## config.mk

```make
export PLATFORM = sky130hd
export DESIGN_NAME = counter_array_watchdog
export DESIGN_NICKNAME = d
export VERILOG_FILES = /design/src/core/counter_array_pkg.sv /design/src/core/counter_array_watchdog.sv /design/src/core/counter_prescaler.sv
export VERILOG_INCLUDE_DIRS = /design/src /design/src/core
export SDC_FILE = /design/constraint.sdc
export NUM_CORES = 1
export LEC_CHECK = 0
export BUFFER_PORTS_ARGS = -buffer_cell sky130_fd_sc_hd__buf_4
export CORE_ASPECT_RATIO = 2
export CORE_MARGIN = 2
export CORE_UTILIZATION = 55
export DETAILED_ROUTE_END_ITERATION = 16
export GPL_TIMING_DRIVEN = 0
export PLACE_DENSITY_LB_ADDON = 0.12
export REMOVE_ABC_BUFFERS = 1
export SLEW_MARGIN = 20
export SYNTH_ARGS = -nofsm -noshare
export SYNTH_HDL_FRONTEND = slang
export SYNTH_SLANG_ARGS = --single-unit
```

## constraint.sdc

```tcl
create_clock -name clk -period 5.2 [get_ports clk]
set_input_delay 0.78 -clock clk [delete_from_list [all_inputs] [get_ports clk]]
set_output_delay 0.78 -clock clk [all_outputs]
set_load 0.02 [all_outputs]
```

## src/core/counter_array_regs.svh

```systemverilog
// Register addresses, reset values and divider counts for the counter array watchdog.
// Assumes inclusion by bare name from files under core/.
`ifndef COUNTER_ARRAY_REGS_SVH
`define COUNTER_ARRAY_REGS_SVH

// Special function register addresses.
`define CA_ADDR_CTRL 8'hD8
`define CA_ADDR_MODE 8'hD9
`define CA_ADDR_MOD2_MODE 8'hDC
`define CA_ADDR_CNT_LOW 8'hE9
`define CA_ADDR_OFFSET 8'hEB
`define CA_ADDR_CNT_HIGH 8'hF9
`define CA_ADDR_CMP_HIGH 8'hFB

// Reset values.
`define CA_RST_CTRL 8'h00
`define CA_RST_MODE 8'h40
`define CA_RST_BYTE 8'h00
`define CA_RST_CNT 16'h0000

// Bit positions inside written bytes.
`define CA_BIT_MODULE2_MATCH_FLAG 2
`define CA_BIT_WATCHDOG_ENABLE_BIT 6
`define CA_BIT_WATCHDOG_LOCK_BIT 5

// Clock source select codes.
`define CA_CPS_DIV12 3'h0
`define CA_CPS_DIV4 3'h1
`define CA_CPS_EXT 3'h2
`define CA_CPS_SYSTEM_CLOCK 3'h4

// Divider counts, in system clock cycles per counter clock.
`define CA_SYSDIV_SLOW 12
`define CA_SYSDIV_MID 4

// Default timeout: counter clocks and system clock cycles.
`define CA_WD_DEFAULT_TICKS 256
`define CA_WD_DEFAULT_CYCLES (`CA_WD_DEFAULT_TICKS * `CA_SYSDIV_SLOW)

`endif

```

## src/core/counter_array_pkg.sv

```systemverilog
// Types shared by the counter array watchdog files.
// Assumes nothing beyond a SystemVerilog compiler.
package counter_array_pkg;

  // One register access from the processor.
  typedef struct packed {
    logic [7:0] addr;
    logic wr;
    logic [7:0] wdata;
  } sfr_req_s;

  // Control and flag register, laid out as read.
  typedef struct packed {
    logic cf;
    logic cr;
    logic [2:0] rsvd;
    logic [2:0] ccf;
  } ctrl_s;

  // Mode register, laid out as read.
  typedef struct packed {
    logic idle_suspend_bit;
    logic watchdog_enable_bit;
    logic watchdog_lock_bit;
    logic rsvd;
    logic [2:0] cps;
    logic ecf;
  } mode_s;

endpackage

```

## src/core/counter_array_watchdog.sv

```systemverilog
// Counter array core with its watchdog on compare module 2, plus control, mode and data registers.
// Assumes a single-cycle register write port synchronous to clk and an external reset controller
// that turns watchdog_reset into a system reset on rst_b.
//
// How it works
// - Reset when low byte overflows while compare high matches counter high, watchdog on.
// - Writing 1 to module 2 flag while watchdog on forces a reset.
// - While watchdog on, clock select and idle suspend bits ignore writes.
// - Watchdog is active when enable bit or lock bit is set.
// - Lock bit cannot be cleared by software; only reset clears it.
// - With lock clear, clearing the enable bit disables the watchdog.
// - Reset gives watchdog on, divide-by-12 clock, counter low and offset zero.
// - Reset defaults time out 256 counter clocks, 3072 system clocks, after reset.
// - With idle suspend set, counting pauses while the processor idles.
// - Counter wrap sets overflow flag; it may interrupt; software clears it.
// - Run bit 6 of the control register stops or runs the counter.
// - Control bits 5 to 3 read zero and ignore writes.
// - Module flags set on match (module 2 only with watchdog off), may interrupt, cleared only by software.
// - A compare high write with watchdog on refreshes: loads counter high plus offset.
// - Offset counts low-byte overflows; timeout is 256 times offset plus remainder.
// - Watchdog on forces counter running and blocks counter and module 2 mode writes.
`include "counter_array_regs.svh"
module counter_array_watchdog #(
  parameter int DIV_SLOW = `CA_SYSDIV_SLOW
) (
  // Clock and reset.
  input wire logic clk,
  input wire logic rst_b,
  // Register port.
  input wire counter_array_pkg::sfr_req_s sfr_req,
  output logic [7:0] sfr_rdata,
  // Processor state and counter clock source.
  input wire logic cpu_idle,
  input wire logic ext_tick,
  // Match or capture events and interrupt enables of modules 0 to 2.
  input wire logic [2:0] module_match,
  input wire logic [2:0] module_int_en,
  // Interrupt request and watchdog reset request.
  output logic counter_irq,
  output logic watchdog_reset
);
  import counter_array_pkg::*;

  ctrl_s ctrl_r;
  ctrl_s ctrl_nxt;
  mode_s mode_r;
  mode_s mode_nxt;
  logic [15:0] cnt_r;
  logic [15:0] cnt_nxt;
  logic [7:0] cmp_high_r;
  logic [7:0] cmp_high_nxt;
  logic [7:0] offset_r;
  logic [7:0] offset_nxt;
  logic [7:0] mod2_mode_r;
  logic [7:0] mod2_mode_nxt;
  logic [7:0] rdata_r;
  logic [7:0] rdata_nxt;
  logic irq_r;
  logic irq_nxt;
  logic wdrst_r;
  logic wdrst_nxt;
  logic pre_tick;
  logic wd_active;
  logic run;
  logic tick;
  logic wrap;
  logic low_ovf;
  logic wd_hit;
  logic wd_force;
  logic wr_ctrl;
  logic wr_mode;
  logic wr_cnt_low;
  logic wr_cnt_high;
  logic wr_cmp_high;
  logic wr_offset;
  logic wr_mod2_mode;
  logic [16:0] wd_ticks_r;
  logic [16:0] wd_ticks_nxt;
  logic [16:0] wd_limit_r;
  logic [16:0] wd_limit_nxt;
  logic wd_track_r;
  logic wd_track_nxt;

  // Counter clock enable from the selected source.
  counter_prescaler #(
    .DIV_SLOW(DIV_SLOW)
  ) u_prescaler (
    .clk(clk),
    .rst_b(rst_b),
    .sel(mode_r.cps),
    .ext_tick(ext_tick),
    .tick(pre_tick)
  );

  // Address decode of the single-cycle write strobe.
  assign wr_ctrl = sfr_req.wr && (sfr_req.addr == `CA_ADDR_CTRL);
  assign wr_mode = sfr_req.wr && (sfr_req.addr == `CA_ADDR_MODE);
  assign wr_cnt_low = sfr_req.wr && (sfr_req.addr == `CA_ADDR_CNT_LOW);
  assign wr_cnt_high = sfr_req.wr && (sfr_req.addr == `CA_ADDR_CNT_HIGH);
  assign wr_cmp_high = sfr_req.wr && (sfr_req.addr == `CA_ADDR_CMP_HIGH);
  assign wr_offset = sfr_req.wr && (sfr_req.addr == `CA_ADDR_OFFSET);
  assign wr_mod2_mode = sfr_req.wr && (sfr_req.addr == `CA_ADDR_MOD2_MODE);

  // Watchdog state and counter events.
  assign wd_active = mode_r.watchdog_enable_bit | mode_r.watchdog_lock_bit;
  assign run = ctrl_r.cr | wd_active;
  assign tick = pre_tick && run && !(mode_r.idle_suspend_bit && cpu_idle);
  assign wrap = tick && (cnt_r == 16'hFFFF);
  assign low_ovf = tick && (cnt_r[7:0] == 8'hFF);
  assign wd_hit = wd_active && low_ovf && (cmp_high_r == cnt_r[15:8]);
  assign wd_force = wd_active && wr_ctrl && sfr_req.wdata[`CA_BIT_MODULE2_MATCH_FLAG];

  // Control register: software writes first, then hardware sets win over a same-cycle clear.
  always_comb begin
    ctrl_nxt = ctrl_r;
    if (wr_ctrl) begin
      ctrl_nxt = ctrl_s'(sfr_req.wdata);
    end
    ctrl_nxt.rsvd = 3'h0;
    if (wrap) begin
      ctrl_nxt.cf = 1'b1;
    end
    // Module 2 is a plain timer while the watchdog owns it, so its match is not flagged then.
    ctrl_nxt.ccf = ctrl_nxt.ccf | (module_match & {!wd_active, 2'h3});
  end

  // Mode register: clock select and idle suspend freeze while the watchdog runs.
  always_comb begin
    mode_nxt = mode_r;
    if (wr_mode) begin
      mode_nxt.ecf = sfr_req.wdata[0];
      mode_nxt.watchdog_enable_bit = sfr_req.wdata[`CA_BIT_WATCHDOG_ENABLE_BIT];
      mode_nxt.watchdog_lock_bit = mode_r.watchdog_lock_bit | sfr_req.wdata[`CA_BIT_WATCHDOG_LOCK_BIT];
      if (!wd_active) begin
        mode_nxt.idle_suspend_bit = sfr_req.wdata[7];
        mode_nxt.cps = sfr_req.wdata[3:1];
      end
    end
    mode_nxt.rsvd = 1'b0;
  end

  // Counter and module 2 bytes; a software write to a counter byte beats a same-cycle tick.
  always_comb begin
    cnt_nxt = tick ? cnt_r + 16'h0001 : cnt_r;
    if (wr_cnt_low && !wd_active) begin
      cnt_nxt[7:0] = sfr_req.wdata;
    end
    if (wr_cnt_high && !wd_active) begin
      cnt_nxt[15:8] = sfr_req.wdata;
    end
    offset_nxt = wr_offset ? sfr_req.wdata : offset_r;
    mod2_mode_nxt = (wr_mod2_mode && !wd_active) ? sfr_req.wdata : mod2_mode_r;
    cmp_high_nxt = cmp_high_r;
    if (wr_cmp_high) begin
      // The written value is discarded on a refresh; only the deadline matters.
      cmp_high_nxt = wd_active ? 8'(cnt_r[15:8] + offset_r) : sfr_req.wdata;
    end
  end

  // Read data, interrupt request and watchdog reset request, all registered.
  always_comb begin
    case (sfr_req.addr)
      `CA_ADDR_CTRL: rdata_nxt = ctrl_r;
      `CA_ADDR_MODE: rdata_nxt = mode_r;
      `CA_ADDR_MOD2_MODE: rdata_nxt = mod2_mode_r;
      `CA_ADDR_CNT_LOW: rdata_nxt = cnt_r[7:0];
      `CA_ADDR_CNT_HIGH: rdata_nxt = cnt_r[15:8];
      `CA_ADDR_OFFSET: rdata_nxt = offset_r;
      `CA_ADDR_CMP_HIGH: rdata_nxt = cmp_high_r;
      default: rdata_nxt = 8'h00;
    endcase
    irq_nxt = (ctrl_r.cf && mode_r.ecf) || |(ctrl_r.ccf & module_int_en);
    wdrst_nxt = wd_hit || wd_force;
  end

  // Registers; reset brings the watchdog up enabled on the divide-by-12 clock.
  always_ff @(posedge clk) begin
    if (!rst_b) begin
      ctrl_r <= ctrl_s'(`CA_RST_CTRL);
      mode_r <= mode_s'(`CA_RST_MODE);
      cnt_r <= `CA_RST_CNT;
      cmp_high_r <= `CA_RST_BYTE;
      offset_r <= `CA_RST_BYTE;
      mod2_mode_r <= `CA_RST_BYTE;
      rdata_r <= 8'h00;
      irq_r <= 1'b0;
      wdrst_r <= 1'b0;
    end else begin
      ctrl_r <= ctrl_nxt;
      mode_r <= mode_nxt;
      cnt_r <= cnt_nxt;
      cmp_high_r <= cmp_high_nxt;
      offset_r <= offset_nxt;
      mod2_mode_r <= mod2_mode_nxt;
      rdata_r <= rdata_nxt;
      irq_r <= irq_nxt;
      wdrst_r <= wdrst_nxt;
    end
  end

  assign sfr_rdata = rdata_r;
  assign counter_irq = irq_r;
  assign watchdog_reset = wdrst_r;

  // Shadow deadline for the checks below: counter clocks since the last refresh or reset,
  // so the compare-byte logic is judged against plain arithmetic rather than against itself.
  always_comb begin
    wd_ticks_nxt = tick ? wd_ticks_r + 17'h00001 : wd_ticks_r;
    wd_limit_nxt = wd_limit_r;
    // A hit or a disable ends the tracked period until the next refresh.
    wd_track_nxt = wd_track_r && wd_active && !wd_hit;
    if (wd_active && wr_cmp_high) begin
      wd_ticks_nxt = tick ? 17'h00001 : 17'h00000;
      wd_limit_nxt = {1'b0, offset_r, 8'h00} + 17'h00100 - {9'h000, cnt_r[7:0]};
      wd_track_nxt = 1'b1;
    end
  end

  // Shadow registers restart with the reset deadline of 256 counter clocks.
  always_ff @(posedge clk) begin
    if (!rst_b) begin
      wd_ticks_r <= 17'h00000;
      wd_limit_r <= 17'(`CA_WD_DEFAULT_TICKS);
      wd_track_r <= 1'b1;
    end else begin
      wd_ticks_r <= wd_ticks_nxt;
      wd_limit_r <= wd_limit_nxt;
      wd_track_r <= wd_track_nxt;
    end
  end
endmodule

```

## src/core/counter_prescaler.sv

```systemverilog
// Counter clock enable generator for the counter array.
// Assumes ext_tick is a one-cycle pulse synchronous to clk.
`include "counter_array_regs.svh"
module counter_prescaler #(
  parameter int DIV_SLOW = `CA_SYSDIV_SLOW
) (
  // Clock and reset.
  input wire logic clk,
  input wire logic rst_b,
  // Source selection.
  input wire logic [2:0] sel,
  input wire logic ext_tick,
  // Counter clock enable, one cycle wide.
  output logic tick
);
  logic [3:0] div_r;
  logic [3:0] div_nxt;

  // Free-running divider; the mid rate is taken from its low bits so one counter serves both.
  always_comb begin
    div_nxt = (div_r == 4'(DIV_SLOW - 1)) ? 4'h0 : div_r + 4'h1;
  end

  always_ff @(posedge clk) begin
    if (!rst_b) begin
      div_r <= 4'h0;
    end else begin
      div_r <= div_nxt;
    end
  end

  // Source mux; unlisted codes fall back to the external tick.
  always_comb begin
    case (sel)
      `CA_CPS_DIV12: tick = (div_r == 4'(DIV_SLOW - 1));
      `CA_CPS_DIV4: tick = (div_r[1:0] == 2'h3);
      `CA_CPS_SYSTEM_CLOCK: tick = 1'b1;
      default: tick = ext_tick;
    endcase
  end
endmodule

```

==> reports/qor.txt, run 1 <==
Pwr Total = 1.156 mW
Hold Fails Final Rpt = 0
total core area = 6569 sq um
first-pass GRT wire length = 15.97 mm
Residual DRC = 0
Syn Std Cell Area = 3682 sq um
crit path kind = flip-flop to flip-flop
clk sinks = 66
post-route insts no fill = 539
Power Density = 271.9 nW/um^2
I/O Pins = 37
Yosys Warn Count = 0
Total GRT Usage = 29.62%
critical path fanouts, max = 18
Hold Path Depth = 2
Pleak = 1.596 nW
vias = 3331
Reg2Reg Depth = 5
RSZ-0062 raised after global routing = no
largest net degree at the start of global routing = 40
Num CTS Buffers = 9
final core utilization = 64.74%
number of global-route vias before repair = 3288
postcts setup bufs = 0
Combinational Power Share = 5.6%
CP startpoint = mode_r[6]$_SDFFE_PN1P_
Pre-Repair DR Iteration Count = 4
largest cells by area after synthesis = dfxtp_1, mux2i_1, nand2_1
Initial Util = 56.06%
CP endpoint kind = flip-flop
Worst slew margin = 40.96%
Post-Route WL = 9.931 mm
outcome = completed
DP HPWL = 7.218 mm
Worst Clk Skew = 0.002930 ns
Max-cap violations = 0
Finish-stage setup viols = 0
fmax = 0.3512 GHz
CTS Hold Buffers Added = 0
VDD IR max = 0.2042 mV
asr flop ratio synth = 0%
Req. time, crit path = 5.41 ns
gpl congestion = 0.8640
top-area cell type share of the netlist area = 35.88%
Vias/cell = 6.180
Yosys reg bits = 66
min Tclk post-route = 2.847 ns
post-route setup TNS = 0 ns
Post-synth EDFFs = 0
worst slew pin tran = 0.8851 ns
R2R setup slack = 2.35 ns
most frequent cells in the layout = dfxtp_1, nand2_1, a21oi_1, buf_4, nor2_1
reg2reg end = cnt_r[4]$_SDFFE_PN0P_
initial antenna violation count = 0
hold_ws = 0.4559 ns
top_reg_cell synth = dfxtp_1
register area = 1321 sq um
Rows = 42
net switching power = 0.2507 mW
period utilization = 54.75%
area grow syn2layout = 15.49%
sequential share of the synthesized area = 35.88%
mean area per synthesized cell = 8.809 sq um
Hold Startpoint = mod2_mode_r[2]$_SDFFE_PN0P_
post-synth top area cell = dfxtp_1
DR WL/cell = 18.42 microns
Seq pwr share = 44.3%
R2R Path Start = mode_r[6]$_SDFFE_PN1P_
Post-layout nets = 483
htree depth = 3
Slew Limit Fails = 0
clock buffer depth = 2
startpoint class of the critical path = flip-flop
Cells after Synth = 418
worst skew pair latency = 0.33 ns
most common cell after layout, fill and taps aside = dfxtp_1
root buffer cell = clkbuf_16
die span in x = 61.86 microns
port bufs = 36
remaining global-route overflow = 0
# resized after CTS = 0
Die H = 119.7 microns
CP Capture Point = cnt_r[4]$_SDFFE_PN0P_
clock power share = 50.1%
CTS tree = built
dpl cells = 523
layout cells sized above 1 = 16.41%
post-route antenna net violation count = 0
synth unique cells = 58
Iter 0 DRT Violations = 208
Worst Hold Class = flip-flop to flip-flop
Antenna diodes = 0
Int Pwr = 0.9056 mW
Filler Cell Count = 572
Worst-path clk slew = 0.05 ns
DIE AREA = 7405 sq um
Critical Path AT = 3.05 ns
Switching Fraction = 21.68%
area occupied by multi-input gates = 2226 sq um
metal layers:
metal  GRT usage [%]  vias to the layer above  wire length (microns)
met4           19.41                        0                    705
met5               0                        -                      0
met1           32.03                     1567                   3693
met3           6.250                       49                    433
li1                -                     1586                      -
met2           48.95                      129                   5098
worst min path at each step:
stage	to	slack, ns
floorplan	u_prescaler.div_r[0]$_SDFF_PP0_	0.43
global placement	mod2_mode_r[1]$_SDFFE_PN0P_	0.44
detailed placement	mod2_mode_r[2]$_SDFFE_PN0P_	0.45
CTS	mod2_mode_r[2]$_SDFFE_PN0P_	0.45
global route	mod2_mode_r[2]$_SDFFE_PN0P_	0.47
finish	mod2_mode_r[2]$_SDFFE_PN0P_	0.46
critical path: stages (launching register included):
cell and delay, ns:
dfxtp_1 0.36, nor2_2 0.68, and2_0 0.80, nand3_1 0.48
o21ai_0 0.33, a21oi_1 0.06
metrics by stage:
stage | setup slack [ns] | area, sq um
5_1_grt | 2.217 | 4253
4_1_cts | 2.390 | 4253
6_report | 2.353 | 4253
3_5_place_dp | 2.160 | 3973
2_1_floorplan | 2.813 | 3590
3_3_place_gp | 2.097 | 3970
Yosys cell counts (4+ instances only):
cell	n
a22oi_1	11
a21oi_1	36
dfxtp_1	66
inv_1	12
nor2_1	36
nand3_1	22
xor2_1	9
o21ai_0	20
mux2_2	4
nor3_1	14
nor4_1	5
clkbuf_1	7
ha_1	9
nand2_1	49
a211oi_1	11
buf_2	8
mux4_2	8
mux2i_1	19
xnor2_1	14
flip-flops by register name, indices dropped and copies added (netlist names):
| signal | count |
|---|---|
| watchdog_reset | 1 |
| sfr_rdata | 8 |
| ctrl_r | 5 |
| cmp_high_r | 8 |
| u_prescaler.div_r | 4 |
| mode_r | 7 |
| mod2_mode_r | 8 |
| offset_r | 8 |
| cnt_r | 16 |
| counter_irq | 1 |
cell type report:
type	count	share of cell area, %
multi-input combinational	321	52.34
tap	88	2.589
sequential	66	31.07
clock inverter	3	0.9415
clock buffer	13	5.649
inverter	12	1.059
timing repair buffer	36	6.355
cell families after synthesis:
| family | Yosys count | share of synthesized area [%] |
|---|---|---|
| AND/OR/NAND/NOR | 160 | 23.31 |
| AO/OA/AOI/OAI | 97 | 16.72 |
| flip-flops | 66 | 35.88 |
| buffers and inverters | 31 | 3.738 |
| multiplexers | 31 | 11.28 |
| XOR/XNOR | 23 | 5.471 |
| adder cells (fa/ha/maj) | 10 | 3.602 |
power by group through the flow:
stage | sequential [mW] | combinational, mW | clock (mW)
final | 0.513 | 0.0647 | 0.579
after global routing | 0.513 | 0.0695 | 0.607
after CTS | 0.513 | 0.0643 | 0.583
after detailed placement | 0.523 | 0.0643 | 0
after global placement | 0.523 | 0.0632 | 0
after floorplan | 0.523 | 0.0246 | 0
No activity file was read; power rests on OpenSTA's default activity.
==> run 2: changes to the inputs <==
Clock period 5.2 ns to 2.7 ns, I/O delays scaled along.
==> run 2 against run 1 <==
Compared with the run above:
- via count shrank 0.48%
- hold slack got worse by 0.14 ns
- register-to-register slack worse by 2.0 ns
- critical path type is now input pin to flip-flop
- critical endpoint is now mod2_mode_r[4]$_SDFFE_PN0P_
- first-iteration DRC count grew 14%
==> reports/qor.txt, run 2 (same netlist as run 1, synthesis figures left out) <==
Hold Fails Final Rpt = 0 (unchanged)
Residual DRC = 0 (unchanged)
most common cell after layout, fill and taps aside = dfxtp_1 (unchanged)
max reg flops = 16 (unchanged)
Finish-stage setup viols = 0 (unchanged)
die span in x = 61.86 microns (unchanged)
Worst Hold Class = input pin to flip-flop (was flip-flop to flip-flop)
DIE AREA = 7405 sq um (unchanged)
Hold Path Depth = 3 (was 2)
initial antenna violation count = 0 (unchanged)
fmax = 0.4254 GHz
Max-cap violations = 0 (unchanged)
layout cells sized above 1 = 16.41% (unchanged)
Critical Path AT = 2.53 ns (was 3.05 ns)
crit path kind = input pin to flip-flop (was flip-flop to flip-flop)
slowest cell on the critical path = nor4b_4 (was and2_0)
clk sinks = 66 (unchanged)
Reg2Reg Depth = 5 (unchanged)
CP Cell Sequence = buf_4, or3b_2, nor4b_4, nand2_1, nand2_1, a21oi_1 (was nor2_2, and2_0, nand3_1, o21ai_0, a21oi_1)
most frequent cells in the layout = dfxtp_1, nand2_1, a21oi_1, buf_4, nor2_1 (unchanged)
min Tclk post-route = 2.350 ns
area grow syn2layout = 15.63% (was 15.49%)
remaining global-route overflow = 0 (unchanged)
total core area = 6569 sq um (unchanged)
CP peak stage delay = 0.65 ns (was 0.80 ns)
Worst-path clk slew = 0.05 ns (about the same)
CTS tree = built (unchanged)
Pre-Repair DR Iteration Count = 5 (was 4)
Worst Clk Skew = 0.004064 ns (was 0.002930 ns)
port bufs = 36 (unchanged)
Total GRT Usage = 29.62% (unchanged)
Req. time, crit path = 2.88 ns (was 5.41 ns)
cell mode on critical path = nand2_1
Vias/cell = 6.150 (was 6.180)
RSZ-0062 raised after global routing = no (unchanged)
vias = 3315 (was 3331)
Slew Limit Fails = 0 (unchanged)
hold_ws = 0.3164 ns (was 0.4559 ns)
VDD IR max = 0.3875 mV (was 0.2042 mV)
Pwr Total = 2.224 mW (was 1.156 mW)
Rows = 42 (unchanged)
Worst slew margin = 42.32% (was 40.96%)
first-pass GRT wire length = 15.97 mm (unchanged)
DP HPWL = 7.218 mm (unchanged)
post-route antenna net violation count = 0 (unchanged)
Antenna diodes = 0 (unchanged)
postcts setup bufs = 0 (unchanged)
critical path fanouts, max = 13 (was 18)
I/O Pins = 37 (unchanged)
Initial Util = 56.06% (unchanged)
worst slew pin tran = 0.8587 ns (was 0.8851 ns)
Die H = 119.7 microns (unchanged)
CP endpoint kind = flip-flop (unchanged)
root buffer cell = clkbuf_16 (unchanged)
clock buffer depth = 2 (unchanged)
Pleak = 1.597 nW (was 1.596 nW)
Post-Route WL = 9.904 mm (was 9.931 mm)
Num CTS Buffers = 9 (unchanged)
startpoint class of the critical path = input pin (was flip-flop)
worst skew pair latency = 0.33 ns (about the same)
gpl congestion = 0.8640 (unchanged)
Post-layout nets = 483 (unchanged)
outcome = completed (unchanged)
Iter 0 DRT Violations = 237 (was 208)
number of global-route vias before repair = 3288 (unchanged)
Power Density = 522.4 nW/um^2 (was 271.9 nW/um^2)
Filler Cell Count = 574 (was 572)
htree depth = 3 (unchanged)
period utilization = 87.05%
DR WL/cell = 18.37 microns (was 18.42 microns)
largest net degree at the start of global routing = 40 (unchanged)
largest reg by FF count = cnt_r (unchanged)
==> run 2: through the flow <==
stage               utilization [%]  TNS [ns]  setup slack (ns)  area, sq um  cells
finish                        64.82         0            0.3495         4258    539
global placement              60.44    -5.582           -0.4032         3970    523
detailed placement            60.48   -0.2821          -0.06462         3973    523
global route                  64.82         0            0.1949         4258    539
floorplan                         -         0            0.6371         3590    399
CTS                           64.74         0            0.1073         4253    539
==> run 2: repair_timing <==
item / in CTS / in global routing
gates resized for setup: 1 / 1
endpoints found under the setup margin: 5 / 5
pin swaps: 0 / 0
hold buffers: 0 / 0
==> run 2: routing by layer <==
layer	track usage (%)	up-vias	routed length, microns
met5	0	-	0
met2	48.95	125	5036
met1	32.03	1557	3623
met3	6.250	50	480
li1	-	1583	-
met4	19.41	0	763
==> run 2: worst paths after layout <==
kind	startpoint	end	slack [ns]
setup reg to reg	mode_r[6]$_SDFFE_PN1P_	cnt_r[4]$_SDFFE_PN0P_	0.37
setup / recovery	sfr_req[13]	mod2_mode_r[4]$_SDFFE_PN0P_	0.35
hold reg to reg	mod2_mode_r[1]$_SDFFE_PN0P_	mod2_mode_r[1]$_SDFFE_PN0P_	0.45
hold / removal	module_match[1]	ctrl_r[1]$_SDFF_PN0_	0.32
==> run 2: worst max-delay path, delay by kind of cell <==
| family | cells | cell delay, ns |
|---|---|---|
| AO/OA/AOI/OAI | 1 | 0.07 |
| AND/OR/NAND/NOR | 4 | 1.82 |
| buffers and inverters | 1 | 0.22 |
==> run 2: layout make-up <==
type / count / area [sq um] / share of cell area [%]
tap: 88 / 110.1 / 2.586
clock inverter: 3 / 40.04 / 0.9403
timing repair buffer: 36 / 270.3 / 6.347
clock buffer: 13 / 240.2 / 5.642
multi-input combinational: 321 / 2231 / 52.39
sequential: 66 / 1321 / 31.03
inverter: 12 / 45.04 / 1.058
==> run 2: power breakdown <==
part	switching [mW]	internal, mW	leakage [nW]	total, mW
logic	0.0749	0.0497	0.927	0.125
registers	0.00496	0.983	0.533	0.988
clock network	0.400	0.712	0.138	1.11
==> run 3: changes to the inputs <==
Settings changed: ABC_AREA set to 1, CORE_UTILIZATION 55 to 60.
==> run 3 against run 2 <==
Compared with the run above:
- final cell count up 38%
- global-route usage up 4.6 points
- die area down 0.28%
- sequential power about the same
- fmax up 4.5%
- critical path type unchanged
- largest cell class unchanged
==> reports/qor.txt, run 3 <==
post-route setup TNS = 0 ns (unchanged)
critical path fanouts, max = 14 (was 13)
Post-Route WL = 11.83 mm (was 9.904 mm)
Residual DRC = 0 (unchanged)
Filler Cell Count = 608 (was 574)
sequential share of the synthesized area = 32.99% (was 35.88%)
largest reg by FF count = cnt_r (unchanged)
most numerous cell in the Yosys netlist = nand2_1 (was dfxtp_1)
CP peak stage delay = 0.63 ns (was 0.65 ns)
synth unique cells = 37 (was 58)
top-area cell type share of the netlist area = 32.99% (was 35.88%)
Pleak = 2.017 nW (was 1.597 nW)
vias = 4221 (was 3315)
area grow syn2layout = 15.00% (was 15.63%)
mean area per synthesized cell = 6.460 sq um (was 8.809 sq um)
RSZ-0062 raised after global routing = no (unchanged)
fmax = 0.4446 GHz (was 0.4254 GHz)
startpoint class of the critical path = input pin (unchanged)
max reg flops = 16 (unchanged)
CP endpoint kind = flip-flop (unchanged)
Num CTS Buffers = 9 (unchanged)
Slew Limit Fails = 0 (unchanged)
Combinational Power Share = 5.2% (was 5.6%)
Pre-Repair DR Iteration Count = 5 (unchanged)
clock buffer depth = 2 (unchanged)
net switching power = 0.5183 mW (was 0.4803 mW)
Finish-stage setup viols = 0 (unchanged)
Rows = 42 (unchanged)
clock power share = 51.4% (was 50.0%)
Worst slew margin = 28.09% (was 42.32%)
Seq pwr share = 43.4% (was 44.4%)
Hold Fails Final Rpt = 0 (unchanged)
most frequent cells in the layout = nand2_1, inv_1, nand3_1 (was dfxtp_1, nand2_1, a21oi_1, buf_4, nor2_1)
postcts setup bufs = 0 (unchanged)
port bufs = 36 (unchanged)
root buffer cell = clkbuf_16 (unchanged)
remaining global-route overflow = 0 (unchanged)
min Tclk post-route = 2.249 ns (was 2.350 ns)
Int Pwr = 1.752 mW (was 1.744 mW)
DR WL/cell = 15.92 microns (was 18.37 microns)
most common cell after layout, fill and taps aside = nand2_1 (was dfxtp_1)
post-synth top area cell = dfxtp_1 (unchanged)
Power Density = 492.9 nW/um^2 (was 522.4 nW/um^2)
htree depth = 3 (unchanged)
crit path kind = input pin to flip-flop (unchanged)
top_reg_cell synth = dfxtp_1 (unchanged)
Yosys reg bits = 66 (unchanged)
Worst Hold Class = input pin to flip-flop (unchanged)
Max-cap violations = 0 (unchanged)
Yosys Warn Count = 0 (unchanged)
Total GRT Usage = 34.26% (was 29.62%)
Synth top cells by count = nand2_1, inv_1, nand3_1 (was dfxtp_1, nand2_1, a21oi_1, nor2_1, nand3_1)
Post-layout nets = 688 (was 483)
slowest cell on the critical path = nor3_2 (was nor4b_4)
Die H = 119.5 microns (was 119.7 microns)
Initial Util = 61.46% (was 56.06%)
Vias/cell = 5.681 (was 6.150)
Worst-path clk slew = 0.05 ns (about the same)
layout cells sized above 1 = 12.67% (was 16.41%)
DIE AREA = 7384 sq um (was 7405 sq um)
final core utilization = 70.68% (was 64.82%)
first-pass GRT wire length = 18.44 mm (was 15.97 mm)
CP Cell Sequence = buf_4, inv_1, nand2_1, nor3_2, nand3_1, a21oi_1, nand2_1, a21oi_1 (was buf_4, or3b_2, nor4b_4, nand2_1, nand2_1, a21oi_1)
CTS Hold Buffers Added = 0 (unchanged)
Critical Path AT = 2.49 ns (was 2.53 ns)
Hold Path Depth = 3 (unchanged)
total core area = 6516 sq um (was 6569 sq um)
DP HPWL = 8.467 mm (was 7.218 mm)
asr flop ratio synth = 0% (unchanged)
die span in x = 61.77 microns (was 61.86 microns)
CTS tree = built (unchanged)
Antenna diodes = 0 (unchanged)
Switching Fraction = 22.83% (was 21.59%)
gpl congestion = 1.013 (was 0.8640)
Iter 0 DRT Violations = 354 (was 237)
number of global-route vias before repair = 3893 (was 3288)
post-route antenna net violation count = 0 (unchanged)
Cells after Synth = 620 (was 418)
Worst Clk Skew = 0.006952 ns (was 0.004064 ns)
VDD IR max = 0.4246 mV (was 0.3875 mV)
worst slew pin tran = 1.072 ns (was 0.8587 ns)
# resized after CTS = 0 (was 1)
Req. time, crit path = 2.94 ns (was 2.88 ns)
clk sinks = 66 (unchanged)
I/O Pins = 37 (unchanged)
outcome = completed (unchanged)
Post-synth EDFFs = 0 (unchanged)
initial antenna violation count = 0 (unchanged)
largest net degree at the start of global routing = 34 (was 40)
Syn Std Cell Area = 4005 sq um (was 3682 sq um)
largest cells by area after synthesis = dfxtp_1, nand2_1, nand3_1 (was dfxtp_1, mux2i_1, nand2_1)
Reg2Reg Depth = 9 (was 5)
period utilization = 83.30% (was 87.05%)
worst skew pair latency = 0.34 ns (was 0.33 ns)
-- run 3: changes by cell type after synthesis, moves of 6 or more --
cell      change
a211oi_1     -11
a21oi_1      +27
a22oi_1      -11
inv_1        +62
inv_2         +6
mux2i_1      -19
mux4_2        -8
nand2_1     +101
nand3_1      +50
nor2_1       +24
nor2_4        +6
nor3_1       -11
o21ai_0      +21
xnor2_1      -12
-- run 3: path summary, 6_finish.rpt --
path,start,end,slack (ns)
hold reg to reg,u_prescaler.div_r[0]$_SDFF_PP0_,u_prescaler.div_r[0]$_SDFF_PP0_,0.44
setup reg to reg,cnt_r[8]$_SDFFE_PN0P_,cmp_high_r[2]$_SDFFE_PN0P_,0.70
hold / removal,module_match[1],ctrl_r[1]$_SDFF_PN0_,0.28
setup / recovery,sfr_req[11],cmp_high_r[6]$_SDFFE_PN0P_,0.45
-- run 3: power by group through the flow --
stage | registers, mW | clock network (mW) | logic, mW
6_report | 0.986 | 1.17 | 0.118
5_1_grt | 0.987 | 1.20 | 0.125
4_1_cts | 0.986 | 1.17 | 0.115
3_5_place_dp | 1.01 | 0 | 0.115
3_3_place_gp | 1.01 | 0 | 0.113
2_1_floorplan | 1.01 | 0 | 0.0435
-- run 3: kinds of logic after synthesis --
kind of cell    after synthesis  share of synthesized area, %
flops                        66                         32.99
simple gates                313                         35.61
compound gates              119                         15.37
xor+xnor                     14                         3.062
buf+inv                      98                         9.653
fa+ha+maj                    10                         3.312
-- run 3: critical path: cells and delay by family --
family                 cells  cell delay, ns
AOI/OAI and AO/OA          2            0.48
buffers and inverters      2            0.15
and+or+nand+nor            4            1.44
-- run 3: cell type report --
cell class / count / area [sq um] / area share (%)
sequential: 66 / 1321 / 28.69
inverter: 82 / 312.8 / 6.792
tap: 88 / 110.1 / 2.391
clock inverter: 5 / 55.05 / 1.195
multi-input combinational: 456 / 2297 / 49.88
clock buffer: 10 / 239.0 / 5.189
timing repair buffer: 36 / 270.3 / 5.868
-- run 3: per-layer routing --
layer  wire length [microns]  GRT usage (%)
met5                       0              0
met4                     672          22.07
met3                     759          4.849
met2                    5819          54.47
met1                    4579          40.97
-- run 3: per-stage QoR --
step           power [mW]  hold WS, ns  area [sq um]  instances  setup slack [ns]
2_1_floorplan       1.051       0.4175          3931        604            0.9058
3_3_place_gp        1.120       0.4352          4312        728            0.2909
3_5_place_dp        1.122       0.4381          4312        728            0.2816
4_1_cts             2.272       0.2752          4606        743            0.5396
5_1_grt             2.314       0.3058          4606        743            0.3075
6_report            2.270       0.2824          4606        743            0.4509
